<file path="config.mk">
export PLATFORM = sky130hd
export DESIGN_NAME = lcsf_front
export DESIGN_NICKNAME = d
export VERILOG_FILES = /design/src/common/lcsf_pkg.sv /design/src/rtl/lcsf_fifo.sv /design/src/rtl/lcsf_tx_shift.sv /design/src/rtl/lcsf_front.sv
export SDC_FILE = /design/constraint.sdc
export NUM_CORES = 1
export LEC_CHECK = 0
export ABC_AREA = 1
export BUFFER_PORTS_ARGS = -buffer_cell sky130_fd_sc_hd__buf_2
export CORE_ASPECT_RATIO = 1.75
export CORE_UTILIZATION = 25
export CTS_CLUSTER_DIAMETER = 40
export DETAILED_ROUTE_END_ITERATION = 10
export GPL_ROUTABILITY_DRIVEN = 0
export PLACE_DENSITY = 0.4
export SYNTH_ARGS = -nofsm -noshare
export SYNTH_HDL_FRONTEND = slang
export SYNTH_SLANG_ARGS = --single-unit
</file>
<file path="constraint.sdc">
create_clock -name SYS_CLK -period 4.73 [get_ports SYS_CLK]
set_input_delay 0 -clock SYS_CLK [delete_from_list [all_inputs] [get_ports SYS_CLK]]
set_output_delay 0 -clock SYS_CLK [all_outputs]
set_load 0.01 [all_outputs]
</file>
<file path="src/common/lcsf_pkg.sv">
// constants, enumerations and widths of the connection service front end.
// assumes a single 10 MHz system clock and a synchronous reset.
package lcsf_pkg;
    localparam int CHAR_W = 8;
    localparam int BUF_CHARS = 4;
    localparam int CNT_W = 3;
    localparam int BUF_W = CHAR_W * BUF_CHARS;
    localparam int FIFO_W = BUF_W + CNT_W;
    localparam int FIFO_DEPTH = 4;
    localparam int SESSION_W = 8;
    localparam int LPORT_W = 4;
    localparam int RPORT_W = 8;
    localparam int CONN_W = 8;
    localparam logic [LPORT_W-1:0] LOCAL_PORT_ID = 4'h0;
    localparam logic [CNT_W-1:0] CNT_ONE = 3'h1;
    localparam logic [CNT_W-1:0] CNT_MAX = 3'h4;
    localparam logic [CONN_W-1:0] CONN_ID_RESET = 8'h01;
    localparam logic [CONN_W-1:0] CONN_ID_STEP = 8'h01;

    typedef enum logic [1:0] {
        idle_state,
        awaiting_peer_state,
        opening_state,
        linked_state
    } lcsf_state_t;

    typedef enum logic [1:0] {
        OP_LISTEN,
        OP_SEND,
        OP_DISCONNECT,
        OP_RESERVED
    } lcsf_op_t;

    typedef enum logic [3:0] {
        RSP_GOOD,
        RSP_INVALID_LOCAL_PORT,
        RSP_LOCAL_PORT_IN_USE,
        RSP_NO_PHYSICAL_CONNECTION,
        RSP_NOT_IN_ALLOWED_STATE,
        RSP_INVALID_CONNECTION,
        RSP_INVALID_BUFFER,
        RSP_OUT_OF_RESOURCES,
        RSP_NOT_CONNECTED
    } lcsf_rsp_t;
endpackage

</file>
<file path="src/rtl/lcsf_fifo.sv">
// small first-in first-out queue of send buffers, flip-flop storage.
// assumes one clock and a synchronous active-high reset.
`timescale 1ns/100ps
module lcsf_fifo #(
    parameter int WIDTH = 35,
    parameter int DEPTH = 4
) (
    input wire logic clk,
    input wire logic rst,
    input wire logic in_valid,
    output logic in_ready,
    input wire logic [WIDTH-1:0] in_data,
    output logic out_valid,
    input wire logic out_ready,
    output logic [WIDTH-1:0] out_data
);
    localparam int AW = $clog2(DEPTH);
    logic [WIDTH-1:0] mem_reg [DEPTH];
    logic [AW-1:0] wr_reg, wr_next, rd_reg, rd_next;
    logic [AW:0] cnt_reg, cnt_next;
    logic push, pop;

    always_comb begin
        in_ready = (cnt_reg != (AW+1)'(DEPTH));
        out_valid = (cnt_reg != '0);
        out_data = mem_reg[rd_reg];
        push = in_valid && in_ready;
        pop = out_valid && out_ready;
        wr_next = push ? AW'((wr_reg + 1'b1) % DEPTH) : wr_reg;
        rd_next = pop ? AW'((rd_reg + 1'b1) % DEPTH) : rd_reg;
        cnt_next = cnt_reg + (AW+1)'(push) - (AW+1)'(pop);
    end

    always_ff @(posedge clk) begin
        if (rst) begin
            wr_reg <= '0;
            rd_reg <= '0;
            cnt_reg <= '0;
        end else begin
            wr_reg <= wr_next;
            rd_reg <= rd_next;
            cnt_reg <= cnt_next;
        end
    end

    // storage has no reset: nothing reads a slot before it is written
    always_ff @(posedge clk) begin
        if (push) begin
            mem_reg[wr_reg] <= in_data;
        end
    end
endmodule // lcsf_fifo

</file>
<file path="src/rtl/lcsf_tx_shift.sv">
// unloads one queued buffer a character at a time onto the link.
// assumes the link takes a character when ready and valid are both high.
`timescale 1ns/100ps
module lcsf_tx_shift (
    input wire logic clk,
    input wire logic rst,
    input wire logic in_valid,
    output logic in_ready,
    input wire logic [lcsf_pkg::FIFO_W-1:0] in_data,
    output logic tx_valid,
    output logic [lcsf_pkg::CHAR_W-1:0] tx_char,
    input wire logic tx_ready,
    output logic done,
    output logic busy
);
    logic [lcsf_pkg::BUF_W-1:0] data_reg, data_next;
    logic [lcsf_pkg::CNT_W-1:0] left_reg, left_next;
    logic busy_reg, busy_next, done_reg, done_next;

    always_comb begin
        in_ready = !busy_reg;
        data_next = data_reg;
        left_next = left_reg;
        busy_next = busy_reg;
        done_next = 1'b0;
        if (!busy_reg && in_valid) begin
            data_next = in_data[lcsf_pkg::BUF_W-1:0];
            left_next = in_data[lcsf_pkg::FIFO_W-1:lcsf_pkg::BUF_W];
            busy_next = 1'b1;
        end else if (busy_reg && tx_ready) begin
            data_next = data_reg >> lcsf_pkg::CHAR_W;
            left_next = left_reg - lcsf_pkg::CNT_ONE;
            if (left_reg == lcsf_pkg::CNT_ONE) begin
                busy_next = 1'b0;
                done_next = 1'b1;
            end
        end
    end

    always_ff @(posedge clk) begin
        if (rst) begin
            data_reg <= '0;
            left_reg <= '0;
            busy_reg <= 1'b0;
            done_reg <= 1'b0;
        end else begin
            data_reg <= data_next;
            left_reg <= left_next;
            busy_reg <= busy_next;
            done_reg <= done_next;
        end
    end

    assign tx_valid = busy_reg;
    assign tx_char = data_reg[lcsf_pkg::CHAR_W-1:0];
    assign done = done_reg;
    assign busy = busy_reg;
endmodule // lcsf_tx_shift

</file>
<file path="src/rtl/lcsf_front.sv">
// connection service front end: listen, send and disconnect requests.
// assumes requests synchronous to SYS_CLK, at most one per cycle.
`timescale 1ns/100ps

// Summary of operation
// listen with remote port given accepts only that remote port
// listen without remote port accepts any remote port
// upper port issues listen only in the idle state
// listen outside idle answers not-in-allowed-state
// peer sense deasserted makes listen answer no-physical-connection
// network port without ethernet signal answers no-physical-connection
// serial port ignores the remote port argument of listen
// unknown local port is invalid; busy local port is in use
// connected only raised after a listen request
// connected carries session, allocated connection id and remote port
// upper port issues send only in the linked state
// send outside linked state answers not-connected
// earlier send buffers leave fully before later ones
// send copies characters at acceptance
// good send answer may precede transmission
// send after disconnect answers invalid-connection
// send naming a wrong connection answers invalid-connection
// send with invalid buffer answers invalid-buffer
// send with queue full answers out-of-resources
// upper port supplies encoded characters and their count
// sent means accepted; on serial port, means transmitted
// disconnect drains all accepted characters before closing
// states and answers are enumerations; one answer per request
module lcsf_front (
    input wire logic SYS_CLK,
    input wire logic SYS_RST,
    input wire logic NETWORK_VARIANT_PORT,
    input wire logic MEDIA_DRIVE_DEVICE,
    input wire logic SENSE_AUTOMATION,
    input wire logic SENSE_DRIVE,
    input wire logic ETH_SIGNAL,
    input wire logic REQ_VALID,
    input wire logic [1:0] REQ_OP,
    input wire logic [lcsf_pkg::SESSION_W-1:0] REQ_SESSION,
    input wire logic [lcsf_pkg::LPORT_W-1:0] REQ_LOCAL_PORT,
    input wire logic REQ_REMOTE_GIVEN,
    input wire logic [lcsf_pkg::RPORT_W-1:0] REQ_REMOTE_PORT,
    input wire logic [lcsf_pkg::CONN_W-1:0] REQ_CONN_ID,
    input wire logic REQ_BUF_OK,
    input wire logic [lcsf_pkg::CNT_W-1:0] REQ_SIZE,
    input wire logic [lcsf_pkg::BUF_W-1:0] REQ_DATA,
    output lcsf_pkg::lcsf_rsp_t RSP_CODE,
    output logic RSP_VALID,
    output logic CONNECTED,
    output logic [lcsf_pkg::SESSION_W-1:0] CONN_SESSION,
    output logic [lcsf_pkg::CONN_W-1:0] CONN_ID,
    output logic [lcsf_pkg::RPORT_W-1:0] CONN_REMOTE,
    output logic SENT,
    output logic DISCONNECTED,
    input wire logic PEER_OFFER,
    input wire logic [lcsf_pkg::RPORT_W-1:0] PEER_PORT,
    output logic PEER_ACCEPT,
    output logic PEER_REFUSE,
    output logic TX_VALID,
    output logic [lcsf_pkg::CHAR_W-1:0] TX_CHAR,
    input wire logic TX_READY,
    output lcsf_pkg::lcsf_state_t STATE
);
    lcsf_pkg::lcsf_state_t state_reg, state_next;
    lcsf_pkg::lcsf_rsp_t rsp_reg, rsp_next;
    lcsf_pkg::lcsf_op_t op;
    logic rsp_valid_reg, rsp_valid_next;
    logic conn_reg, conn_next, sent_reg, sent_next, disc_reg, disc_next;
    logic accept_reg, accept_next, refuse_reg, refuse_next;
    logic filter_reg, filter_next, closed_reg, closed_next;
    logic pending_reg, pending_next;
    logic [lcsf_pkg::SESSION_W-1:0] session_reg, session_next;
    logic [lcsf_pkg::CONN_W-1:0] id_reg, id_next;
    logic [lcsf_pkg::RPORT_W-1:0] fport_reg, fport_next;
    logic [lcsf_pkg::RPORT_W-1:0] remote_reg, remote_next;
    logic presence, push, fifo_in_ready, q_valid, q_ready, tx_done, tx_busy;
    logic buf_ok, id_ok;
    logic [lcsf_pkg::FIFO_W-1:0] q_data;

    // characters are copied into the queue when the send is taken
    lcsf_fifo #(
        .WIDTH(lcsf_pkg::FIFO_W),
        .DEPTH(lcsf_pkg::FIFO_DEPTH)
    ) u_queue (
        .clk(SYS_CLK),
        .rst(SYS_RST),
        .in_valid(push),
        .in_ready(fifo_in_ready),
        .in_data({REQ_SIZE, REQ_DATA}),
        .out_valid(q_valid),
        .out_ready(q_ready),
        .out_data(q_data)
    );

    lcsf_tx_shift u_shift (
        .clk(SYS_CLK),
        .rst(SYS_RST),
        .in_valid(q_valid),
        .in_ready(q_ready),
        .in_data(q_data),
        .tx_valid(TX_VALID),
        .tx_char(TX_CHAR),
        .tx_ready(TX_READY),
        .done(tx_done),
        .busy(tx_busy)
    );

    always_comb begin
        op = lcsf_pkg::lcsf_op_t'(REQ_OP);
        // a drive watches the automation sense, automation the drive sense
        presence = NETWORK_VARIANT_PORT ? ETH_SIGNAL :
            (MEDIA_DRIVE_DEVICE ? SENSE_AUTOMATION : SENSE_DRIVE);
        buf_ok = REQ_BUF_OK && (REQ_SIZE != '0) &&
            (REQ_SIZE <= lcsf_pkg::CNT_MAX);
        id_ok = (REQ_CONN_ID == id_reg);
        state_next = state_reg;
        rsp_next = rsp_reg;
        rsp_valid_next = 1'b0;
        conn_next = 1'b0;
        sent_next = !NETWORK_VARIANT_PORT && tx_done;
        disc_next = 1'b0;
        accept_next = 1'b0;
        refuse_next = 1'b0;
        filter_next = filter_reg;
        fport_next = fport_reg;
        closed_next = closed_reg;
        pending_next = pending_reg;
        session_next = session_reg;
        id_next = id_reg;
        remote_next = remote_reg;
        push = 1'b0;
        case (state_reg)
            lcsf_pkg::awaiting_peer_state: begin
                if (!NETWORK_VARIANT_PORT) begin
                    // serial link connects as soon as sense is seen; losing sense later does not drop it
                    if (presence) begin
                        state_next = lcsf_pkg::linked_state;
                        conn_next = 1'b1;
                        id_next = id_reg + lcsf_pkg::CONN_ID_STEP;
                        remote_next = '0;
                    end
                end else if (PEER_OFFER) begin
                    if (!filter_reg || PEER_PORT == fport_reg) begin
                        state_next = lcsf_pkg::linked_state;
                        accept_next = 1'b1;
                        conn_next = 1'b1;
                        id_next = id_reg + lcsf_pkg::CONN_ID_STEP;
                        remote_next = PEER_PORT;
                    end else begin
                        refuse_next = 1'b1;
                    end
                end
            end
            default: begin
            end
        endcase
        if (REQ_VALID) begin
            rsp_valid_next = 1'b1;
            case (op)
                lcsf_pkg::OP_LISTEN: begin
                    if (state_reg != lcsf_pkg::idle_state) begin
                        rsp_next = lcsf_pkg::RSP_NOT_IN_ALLOWED_STATE;
                    end else if (REQ_LOCAL_PORT != lcsf_pkg::LOCAL_PORT_ID) begin
                        rsp_next = lcsf_pkg::RSP_INVALID_LOCAL_PORT;
                    end else if (pending_reg) begin
                        // the single connection is still draining
                        rsp_next = lcsf_pkg::RSP_LOCAL_PORT_IN_USE;
                    end else if (!presence) begin
                        rsp_next = lcsf_pkg::RSP_NO_PHYSICAL_CONNECTION;
                    end else begin
                        rsp_next = lcsf_pkg::RSP_GOOD;
                        state_next = lcsf_pkg::awaiting_peer_state;
                        session_next = REQ_SESSION;
                        closed_next = 1'b0;
                        // serial ports drop the filter altogether
                        filter_next = REQ_REMOTE_GIVEN &&
                            NETWORK_VARIANT_PORT;
                        fport_next = REQ_REMOTE_PORT;
                    end
                end
                lcsf_pkg::OP_SEND: begin
                    if (closed_reg) begin
                        rsp_next = lcsf_pkg::RSP_INVALID_CONNECTION;
                    end else if (state_reg != lcsf_pkg::linked_state) begin
                        rsp_next = lcsf_pkg::RSP_NOT_CONNECTED;
                    end else if (!id_ok) begin
                        rsp_next = lcsf_pkg::RSP_INVALID_CONNECTION;
                    end else if (!buf_ok) begin
                        rsp_next = lcsf_pkg::RSP_INVALID_BUFFER;
                    end else if (!fifo_in_ready) begin
                        rsp_next = lcsf_pkg::RSP_OUT_OF_RESOURCES;
                    end else begin
                        // good answer before the characters leave
                        rsp_next = lcsf_pkg::RSP_GOOD;
                        push = 1'b1;
                        // a serial buffer finishing now must still report
                        sent_next = sent_next ||
                            NETWORK_VARIANT_PORT;
                    end
                end
                lcsf_pkg::OP_DISCONNECT: begin
                    if (state_reg == lcsf_pkg::idle_state) begin
                        rsp_next = lcsf_pkg::RSP_NOT_IN_ALLOWED_STATE;
                    end else if (state_reg == lcsf_pkg::linked_state &&
                                 !id_ok) begin
                        rsp_next = lcsf_pkg::RSP_INVALID_CONNECTION;
                    end else begin
                        rsp_next = lcsf_pkg::RSP_GOOD;
                        state_next = lcsf_pkg::idle_state;
                        conn_next = 1'b0;
                        accept_next = 1'b0;
                        closed_next = (state_reg ==
                            lcsf_pkg::linked_state);
                        pending_next = 1'b1;
                    end
                end
                default: begin
                    rsp_next = lcsf_pkg::RSP_NOT_IN_ALLOWED_STATE;
                end
            endcase
        end
        // close is announced only once queue and shifter are empty
        if (pending_reg && !q_valid && !tx_busy) begin
            pending_next = 1'b0;
            disc_next = 1'b1;
        end
    end

    always_ff @(posedge SYS_CLK) begin
        if (SYS_RST) begin
            state_reg <= lcsf_pkg::idle_state;
            rsp_reg <= lcsf_pkg::RSP_GOOD;
            rsp_valid_reg <= 1'b0;
            conn_reg <= 1'b0;
            sent_reg <= 1'b0;
            disc_reg <= 1'b0;
            accept_reg <= 1'b0;
            refuse_reg <= 1'b0;
            filter_reg <= 1'b0;
            fport_reg <= '0;
            closed_reg <= 1'b0;
            pending_reg <= 1'b0;
            session_reg <= '0;
            id_reg <= lcsf_pkg::CONN_ID_RESET;
            remote_reg <= '0;
        end else begin
            state_reg <= state_next;
            rsp_reg <= rsp_next;
            rsp_valid_reg <= rsp_valid_next;
            conn_reg <= conn_next;
            sent_reg <= sent_next;
            disc_reg <= disc_next;
            accept_reg <= accept_next;
            refuse_reg <= refuse_next;
            filter_reg <= filter_next;
            fport_reg <= fport_next;
            closed_reg <= closed_next;
            pending_reg <= pending_next;
            session_reg <= session_next;
            id_reg <= id_next;
            remote_reg <= remote_next;
        end
    end

    assign RSP_CODE = rsp_reg;
    assign RSP_VALID = rsp_valid_reg;
    assign CONNECTED = conn_reg;
    assign CONN_SESSION = session_reg;
    assign CONN_ID = id_reg;
    assign CONN_REMOTE = remote_reg;
    assign SENT = sent_reg;
    assign DISCONNECTED = disc_reg;
    assign PEER_ACCEPT = accept_reg;
    assign PEER_REFUSE = refuse_reg;
    assign STATE = state_reg;
endmodule // lcsf_front

</file>
==> results of run 1 <==
[stage by stage]
stage	worst slack (ps)	instances	util, %	hold WS [ps]
2_1_floorplan	1640	973	-	98.87
3_3_place_gp	1780	1537	28.01	217.5
3_5_place_dp	1727	1537	28.01	222.2
4_1_cts	1705	1670	32.45	5.634
5_1_grt	1488	1670	32.45	29.57
6_report	1808	1670	32.45	28.99
[Yosys cell counts (all sizes together), types with 2 or more instances]
| cell type | instances | share of area [%] |
|---|---|---|
| a311oi | 6 | 0.54 |
| o221ai | 17 | 1.5 |
| o22ai | 29 | 1.9 |
| o21ai | 105 | 5.4 |
| ha | 9 | 1.2 |
| nand3 | 29 | 1.7 |
| nand4 | 8 | 0.58 |
| a211oi | 4 | 0.31 |
| nor4 | 2 | 0.28 |
| nor3 | 7 | 0.41 |
| nand3b | 3 | 0.23 |
| edfxtp | 140 | 43 |
| nand2 | 120 | 4.8 |
| inv | 86 | 3.3 |
| a31oi | 4 | 0.26 |
| buf | 31 | 2.1 |
| nor2 | 184 | 7.2 |
| xnor2 | 11 | 0.99 |
| a21oi | 42 | 2.2 |
| o21bai | 3 | 0.23 |
| dfxtp | 93 | 19 |
| clkbuf | 27 | 1.0 |
| xor2 | 8 | 0.72 |
[cell type report]
type	instances	area, um2
flip-flops and latches	233	6067
fillers	3961	25930
well taps	485	606.8
multi-input cells	596	3049
clock buffers	37	785.8
repair buffers	217	1506
inverters	86	325.3
clock inverters	16	118.9
[where the power goes]
group	total (W)	switching [W]	internal [W]
Clock	0.00210	0.000908	0.00119
Combinational	0.00122	0.000810	0.000414
Sequential	0.00243	0.000134	0.00230
[routing by layer]
layer | GRT usage [%] | up-vias | wire length, um
met1 | 15.02 | 3498 | 10750
li1 | - | 3711 | -
met3 | 2.240 | 35 | 1176
met5 | 0 | - | 0
met4 | 4.351 | 0 | 512
met2 | 26.66 | 156 | 14840
[worst max path at each step]
stage / startpoint / end / slack, ps / cells after the start
2_1_floorplan: CONN_ID[2] / u_queue.mem_reg[0][0] / 1640 / 9
3_3_place_gp: CONN_ID[2] / u_queue.mem_reg[2][5] / 1780 / 9
3_5_place_dp: CONN_ID[4] / u_queue.mem_reg[2][5] / 1730 / 11
4_1_cts: CONN_ID[4] / u_queue.mem_reg[2][11] / 1700 / 11
5_1_grt: CONN_ID[4] / u_queue.mem_reg[2][11] / 1490 / 11
6_report: CONN_ID[4] / u_queue.mem_reg[2][13] / 1810 / 11
[kinds of logic (layout without fill, tap and decap cells)]
family	count (synthesis)	in the layout
XOR/XNOR	19	19
adder cells (fa/ha/maj)	10	10
AND/OR/NAND/NOR	355	355
flip-flops	233	233
buffers and inverters	144	356
AO/OA/AOI/OAI	212	212
[repair_timing]
action,4_1_cts,5_1_grt
hold buffers,80,0
endpoints found under the setup margin,0,0
hold endpoints to repair,178,0
gates resized for setup,0,0
setup buffers,0,0
==> impl_metrics.ini, run 1 <==
[detailed_routing]
drtIter0Drc = 229
drtAntennaViolNets = 0
vias_per_cell = 4.431
wire_per_inst_um = 16.34
vias = 7400
drc = 0
dr.pass1.iters = 4
wl_mm = 27.28

[placed_design]
place_area_um2 = 10750
portBuffers = 129
dp_hpwl_mm = 17.91

[cells_and_area]
area_growth_pct = 28.27
final_nets = 1258
drive_above_1_share_pct = 18.06
fin_area_um2 = 12460
layout_commonest_cell = nor2_1
largest_reg_flops = 140
antennaDiodeCount = 0
final_cell_mix = 177 x nor2_1, 140 x edfxtp_1, 129 x buf_2, 114 x nand2_1, 98 x o21ai_0

[synth]
synth_edf_count = 140
synthDistinctLibCells = 44
synthMuxAreaShare_pct = 0
synthFlopType = edfxtp_1
yosysWarnings = 0
ys_seq_area_share_pct = 62.45
synth_compound_area_share_pct = 12.60
ys_seq_elements = 233
synth-simple-area-share_pct = 15.41
ys_async_sr_fraction_pct = 0
syn-num-nets = 1068
yosys.area_share.adder_pct = 1.365
synth_xor_area_share_pct = 1.713
synthCells = 973
syn-cell-area_um2 = 9713
synth_top_family_by_area = simple AND/OR/NAND/NOR gates
syn_area_per_cell_um2 = 9.983

[global_route]
antenna_found_initial = 0
grt_overflow = 0
track_usage_pct = 13.89
grt_pass1_wl_mm = 41.86
grt_pass1_vias = 7468
grt_max_degree = 71

[worst_setup_path]
cp_max_fo = 26
rr_worst_depth = 11
cp_slowest_stage_delay_ps = 830
path_buf_inv = 3
crit_family = simple AND/OR/NAND/NOR gates
cpMostUsedCell = nand2_1
timing.rr.end = u_queue.mem_reg[2][13]
critical_path_class = reg2reg
cp_cell_sequence = inv_2 > nand2_1 > nand2_1 > inv_1 > nand2_1 > nor2_1 > nand2_1 > nor2_1 > nand3_2 > nor2_4 > buf_4
worstPathRequired_ps = 4990
critPathLaunchType = flop
slowest_stage = nor2_4
critPathArrivalTime_ps = 3180
r2r-start = CONN_ID[4]
r2r_slack_ps = 1810
cp-end-kind = flop

[clock_tree]
cts.sinks = 233
tritoncts = done
path_clk_slew_ps = 60
tritoncts.num_buffers = 29
root_buffer = clkbuf_16
h-tree-depth = 1
cts.path.max_buffers = 3
insertion_delay_ps = 560

[timing]
setup_viol_count_final = 0
fmax_ghz = 0.3423
period_needed_ps = 2922
worst_slew_pin_slew_ps = 1156
drv_slew = 0
finalHoldViolations = 0
slew_headroom_pct = 22.92
skew_ps = 10.94
setup_tns_ps = 0
min_period_over_period_pct = 61.77
rsz0062_at_grt = no

[floorplanning]
die_w_um = 151
dieArea_um2 = 39680
ios = 130
die_y_um = 262.8
start_util_pct = 25.30
fp-row-count = 95
core_um2 = 38390

[hold_path]
hp-start = SYS_RST
holdPathEnd = u_queue.cnt_reg[1]
holdPathStages = 2
worstHoldPathType = in2reg

[pwr]
power.total_w = 0.005755
p_leak_nw = 4.758
cellPowerDensity_nw_per_um2 = 461.9
ir_worst_vdd_mv = 0.2544

[outcome]
status = completed

[job]
max-cap-violations = 0
No activity file was read; power rests on OpenSTA's default activity.
==> run 2: changes to the inputs <==
Settings changed: PLACE_DENSITY 0.4 to 0.41.
Clock period 4.73 ns to 2.4 ns, I/O delays scaled along.
==> run 2 against run 1 <==
Net effect: worst hold slack improved by 24 ps; wire length increased by 1.5%; critical endpoint is now CONN_REMOTE[5]; largest power group unchanged; die area unchanged; highest routed layer unchanged; flip-flop and latch count is the same; sequential share of layout area is 1.6 points lower; total power grew 110%; largest cell class unchanged; design area increased by 3.4%; utilization increased by 1.1 points; global-route usage rose by 0.10 points; critical path type is now in2reg; via count up 2.2%; register-to-register slack worse by 1600 ps; non-clock buffer count up 27.
==> impl_metrics.ini, run 2 (synthesized netlist as in run 1, its figures left out) <==
[timing]
worst_slack_ps = 163.4
worst_slew_pin_slew_ps = 610.6
min_period_over_period_pct = 93.19
rsz0062_at_grt = yes
period_needed_ps = 2237
skew_ps = 16.44
finalHoldViolations = 0
setup_viol_count_final = 0
slew_headroom_pct = 59.04
drv_slew = 0
whs_ps = 52.68
fmax_ghz = 0.4471

[placed_design]
place_area_um2 = 10990
portBuffers = 129
dp_hpwl_mm = 18.24
dp_slack_ps = 155.4

[cells_and_area]
final_cell_mix = 177 x nor2_1, 140 x edfxtp_1, 129 x buf_2, 114 x nand2_1, 98 x o21ai_0
area_growth_pct = 32.63
largest_reg_flops = 140
final_nets = 1285
fin_area_um2 = 12880
drive_above_1_share_pct = 19.29
antennaDiodeCount = 0
layout_commonest_cell = nor2_1
fill_cells = 3987

[pwr]
power.internal_w = 0.008072
p_sw_share_pct = 31.75
ir_worst_vdd_mv = 0.5078
cellPowerDensity_nw_per_um2 = 918.1
switchingPower_w = 0.003755
clockPowerShare_pct = 37.7
comb_power_share_pct = 22.3
seqPwrFrac_pct = 40.1
p_leak_nw = 4.966

[hold_path]
holdPathStages = 4
worstHoldPathType = in2reg

[global_route]
top_usage_layer = met2
grt_pass1_wl_mm = 42.16
grt_pass1_vias = 7596
grt_overflow = 0
grt_max_degree = 71
grtUsageMet1_pct = 14.73
track_usage_pct = 13.99
antenna_found_initial = 0
use_met2_pct = 27.37
use_met3_pct = 1.823

[floorplanning]
start_util_pct = 25.30
core_um2 = 38390
dieArea_um2 = 39680
die_w_um = 151
fp-row-count = 95
die_y_um = 262.8
ios = 130

[clock_tree]
path_clk_slew_ps = 60
cts.sinks = 233
cts.path.max_buffers = 3
root_buffer = clkbuf_16
post_cts_resized = 0
tritoncts = done
insertion_delay_ps = 560
tritoncts.num_buffers = 29
h-tree-depth = 1

[detailed_routing]
vias_per_cell = 4.453
drtIter0Drc = 232
drc = 0
wl_mm = 27.69
dr.pass1.iters = 4
wire_per_inst_um = 16.31
drtAntennaViolNets = 0
vias = 7562

[job]
max-cap-violations = 0

[worst_setup_path]
cp-end-kind = flop
rr_worst_depth = 11
worstPathRequired_ps = 2900
critPathArrivalTime_ps = 2740
critical_path_class = in2reg
cp_max_fo = 17
critPathLaunchType = input pin

[outcome]
status = completed
run 2: cell types whose count changed in the layout (fill, tap and decap cells not counted), sizes merged:
| cell | previous run | this run |
|---|---|---|
| dlygate4sd3 | 80 | 89 |
| inv | 91 | 88 |
| buf | 137 | 155 |
| clkbuf | 37 | 33 |
| bufinv | 0 | 3 |
| clkinv | 10 | 15 |
run 2: metal layers:
layer,vias up,wire length [um]
met5,-,0
met4,0,683
met3,38,1040
met2,148,15060
met1,3615,10910
li1,3761,-
run 2: critical path, stage by stage:
cell and delay, ps:
dlygate4sd3_1 540, buf_2 130, nand2_1 50, dlygate4sd3_1 560, nand2_2 80, nand2_2 90
o21ai_2 70, inv_4 220, nand3_4 190, nand2_1 110, nand2_1 50, nor2_1 90
dlygate4sd3_1 550
run 2: power groups by stage:
stage,combinational [W],sequential [W],clock (W)
floorplan,0.00179,0.00473,0
global placement,0.00258,0.00483,0
detailed placement,0.00260,0.00483,0
CTS,0.00271,0.00475,0.00459
global route,0.00299,0.00477,0.00473
finish,0.00263,0.00474,0.00446
run 2: stage by stage:
step                power (W)  util [%]  setup TNS (ps)  cells
finish                0.01183     33.55               0   1698
global route          0.01249     33.55          -931.4   1698
CTS                   0.01205     33.53               0   1697
detailed placement   0.007432     28.64               0   1554
global placement     0.007411     28.64               0   1554
floorplan            0.006515         -          -20450    973
run 2: repair_timing:
item | 4_1_cts | 5_1_grt
endpoints found under the hold margin | 181 | 0
hold buffers | 89 | 0
endpoints found under the setup margin | 0 | 78
buffers inserted | 0 | 1
run 2: final timing paths:
kind	from	to	slack (ps)
worst max-delay path	MEDIA_DRIVE_DEVICE	CONN_REMOTE[5]	160
worst min-delay path	TX_READY	u_shift.done	50
worst min register to register	CONN_SESSION[2]	CONN_SESSION[2]	440
worst max register to register	CONN_ID[4]	u_queue.mem_reg[2][26]	200
run 2: area by class of cell:
type / instances / area [um2] / share of cell area (%)
Clock buffer: 33 / 750.7 / 5.827
Clock inverter: 21 / 239.0 / 1.855
Timing Repair Buffer: 244 / 1844 / 14.32
Multi-Input combinational cell: 596 / 3049 / 23.67
Tap cell: 485 / 606.8 / 4.711
Sequential cell: 233 / 6067 / 47.10
Inverter: 86 / 325.3 / 2.525
==> run 3: changes to the inputs <==
Settings changed: PLACE_DENSITY 0.41 to 0.43.
Clock period 2.4 ns to 2.2 ns, I/O delays scaled along.
==> run 3 against run 2 <==
Net effect: sequential share of layout area is 0.11 points lower; non-clock buffer count is 1 higher; first-iteration DRC count is 11% lower; register-to-register slack worse by 70 ps.
==> impl_metrics.ini, run 3 (synthesized netlist as in run 1, its figures left out) <==
[global_route]
grt_pass1_vias = 7621
grt_max_degree = 55
track_usage_pct = 13.32
grt_overflow = 0
antenna_found_initial = 1
grt_pass1_wl_mm = 40.50

[floorplanning]
fp-row-count = 95
core_um2 = 38390
start_util_pct = 25.30
die_w_um = 151
dieArea_um2 = 39680
die_y_um = 262.8
ios = 130

[clock_tree]
root_buffer = clkbuf_16
tritoncts = done
cts.sinks = 233
cts.path.max_buffers = 3
path_clk_slew_ps = 60
tritoncts.num_buffers = 27
insertion_delay_ps = 550
h-tree-depth = 1

[worst_setup_path]
timing.rr.end = u_queue.cnt_reg[1]
cp-startpoint = CONN_ID[4]
rr_worst_depth = 12
critPathLaunchType = flop
cp_cell_sequence = inv_2 > nand2_1 > nand2_1 > inv_1 > nand2_1 > nor2_2 > nand2_2 > nor3_4 > ha_2 > inv_1 > fa_2 > nor2_1
critPathArrivalTime_ps = 2480
cpMostUsedCell = nand2_1
critical_path_class = reg2reg
cp_slowest_stage_delay_ps = 520
cp_max_fo = 6
slowest_stage = fa_2
r2r-start = CONN_ID[4]
cp-end-kind = flop
r2r_slack_ps = 130
worstPathRequired_ps = 2610

[timing]
finalHoldViolations = 0
setup_tns_ps = 0
worst_slew_pin_slew_ps = 436.8
drv_slew = 0
setup_viol_count_final = 0
period_needed_ps = 2068
slew_headroom_pct = 70.88
min_period_over_period_pct = 94.00
skew_ps = 19.09
fmax_ghz = 0.4835

[cells_and_area]
finalNonFillerCells = 1696
largest_reg_flops = 140
final_cell_mix = 173 x nor2_1, 140 x edfxtp_1, 129 x buf_2, 113 x nand2_1, 98 x o21ai_0
register_area_um2 = 6073
final_nets = 1284
area_growth_pct = 33.08
finish.utilization_pct = 33.67
layout_commonest_cell = nor2_1
drive_above_1_share_pct = 20.74
multi_input_area_um2 = 3090
fill_cells = 3938

[pwr]
cellPowerDensity_nw_per_um2 = 985.4
p_leak_nw = 4.984
power.total_w = 0.01274
ir_worst_vdd_mv = 0.3902

[detailed_routing]
vias = 7495
drtAntennaViolNets = 0
drtIter0Drc = 207
drc = 0
dr.pass1.iters = 4
vias_per_cell = 4.419
wl_mm = 26.47
wire_per_inst_um = 15.61

[hold_path]
holdPathEnd = u_shift.done
holdPathStages = 4
hp-start = TX_READY
worstHoldPathType = in2reg

[placed_design]
dp_hpwl_mm = 17.72
place_inst = 1559
portBuffers = 129

[outcome]
status = completed

[job]
max-cap-violations = 0
==> run 3: cell types whose count changed in the layout (fill, tap and decap cells not counted), sizes merged <==
cell and delta:
clkinvlp +4, diode +1, clkinv -10, dlygate4sd3 -9, buf +10, clkbuf -2
inv +4
==> run 3: layout make-up <==
cell class	instances	area share, %
inverters	86	2.517
well taps	485	4.695
flip-flops and latches	233	46.98
multi-input cells	596	23.91
clock inverters	19	1.888
clock buffers	31	5.421
diodes	1	0.01936
repair buffers	245	14.57
==> run 3: repair_timing <==
| action | in CTS | in global routing |
|---|---|---|
| gates resized for setup | 0 | 16 |
| endpoints found under the hold margin | 183 | 0 |
| setup endpoints to repair | 0 | 152 |
| hold buffers | 80 | 0 |
| setup buffers | 0 | 6 |
==> run 3: per-stage QoR <==
| stage | hold WS (ps) | setup slack (ps) | area [um2] |
|---|---|---|---|
| after floorplan | 98.87 | -346.1 | 9723 |
| after global placement | 214.9 | 43.84 | 11080 |
| after detailed placement | 219.8 | 30.81 | 11080 |
| after CTS | 3.751 | 3.477 | 12830 |
| after global routing | 70.72 | -11.35 | 12930 |
| final | 43.04 | 131.9 | 12930 |
==> run 3: critical path: cells and delay by family, from the launching register on <==
family | cells | cell delay, ps
flip-flops | 1 | 370
buffers and inverters | 3 | 160
adder cells (fa/ha/maj) | 2 | 710
AND/OR/NAND/NOR | 7 | 700
==> run 3: worst max path at each step <==
stage	end	slack, ps	cells after the start
floorplan	u_queue.mem_reg[0][0]	-350	9
global placement	u_queue.mem_reg[0][26]	40	11
detailed placement	u_queue.mem_reg[0][26]	30	11
CTS	u_queue.mem_reg[0][1]	3	11
global route	u_queue.cnt_reg[2]	-10	10
finish	u_queue.cnt_reg[1]	130	12
==> run 3: power breakdown <==
group / leakage [nW] / internal [W] / switching, W
clock: 0.442 / 0.00272 / 0.00196
combinational: 2.52 / 0.00106 / 0.00183
sequential: 2.02 / 0.00494 / 0.000232
==> run 3: per-layer routing <==
layer	up-vias	global-route usage, %	part of all wire (%)
met5	-	0	0
met4	0	5.378	2.7
met3	53	1.875	4.0
met2	160	26.33	55
met1	3521	13.40	38
li1	3761	-	-
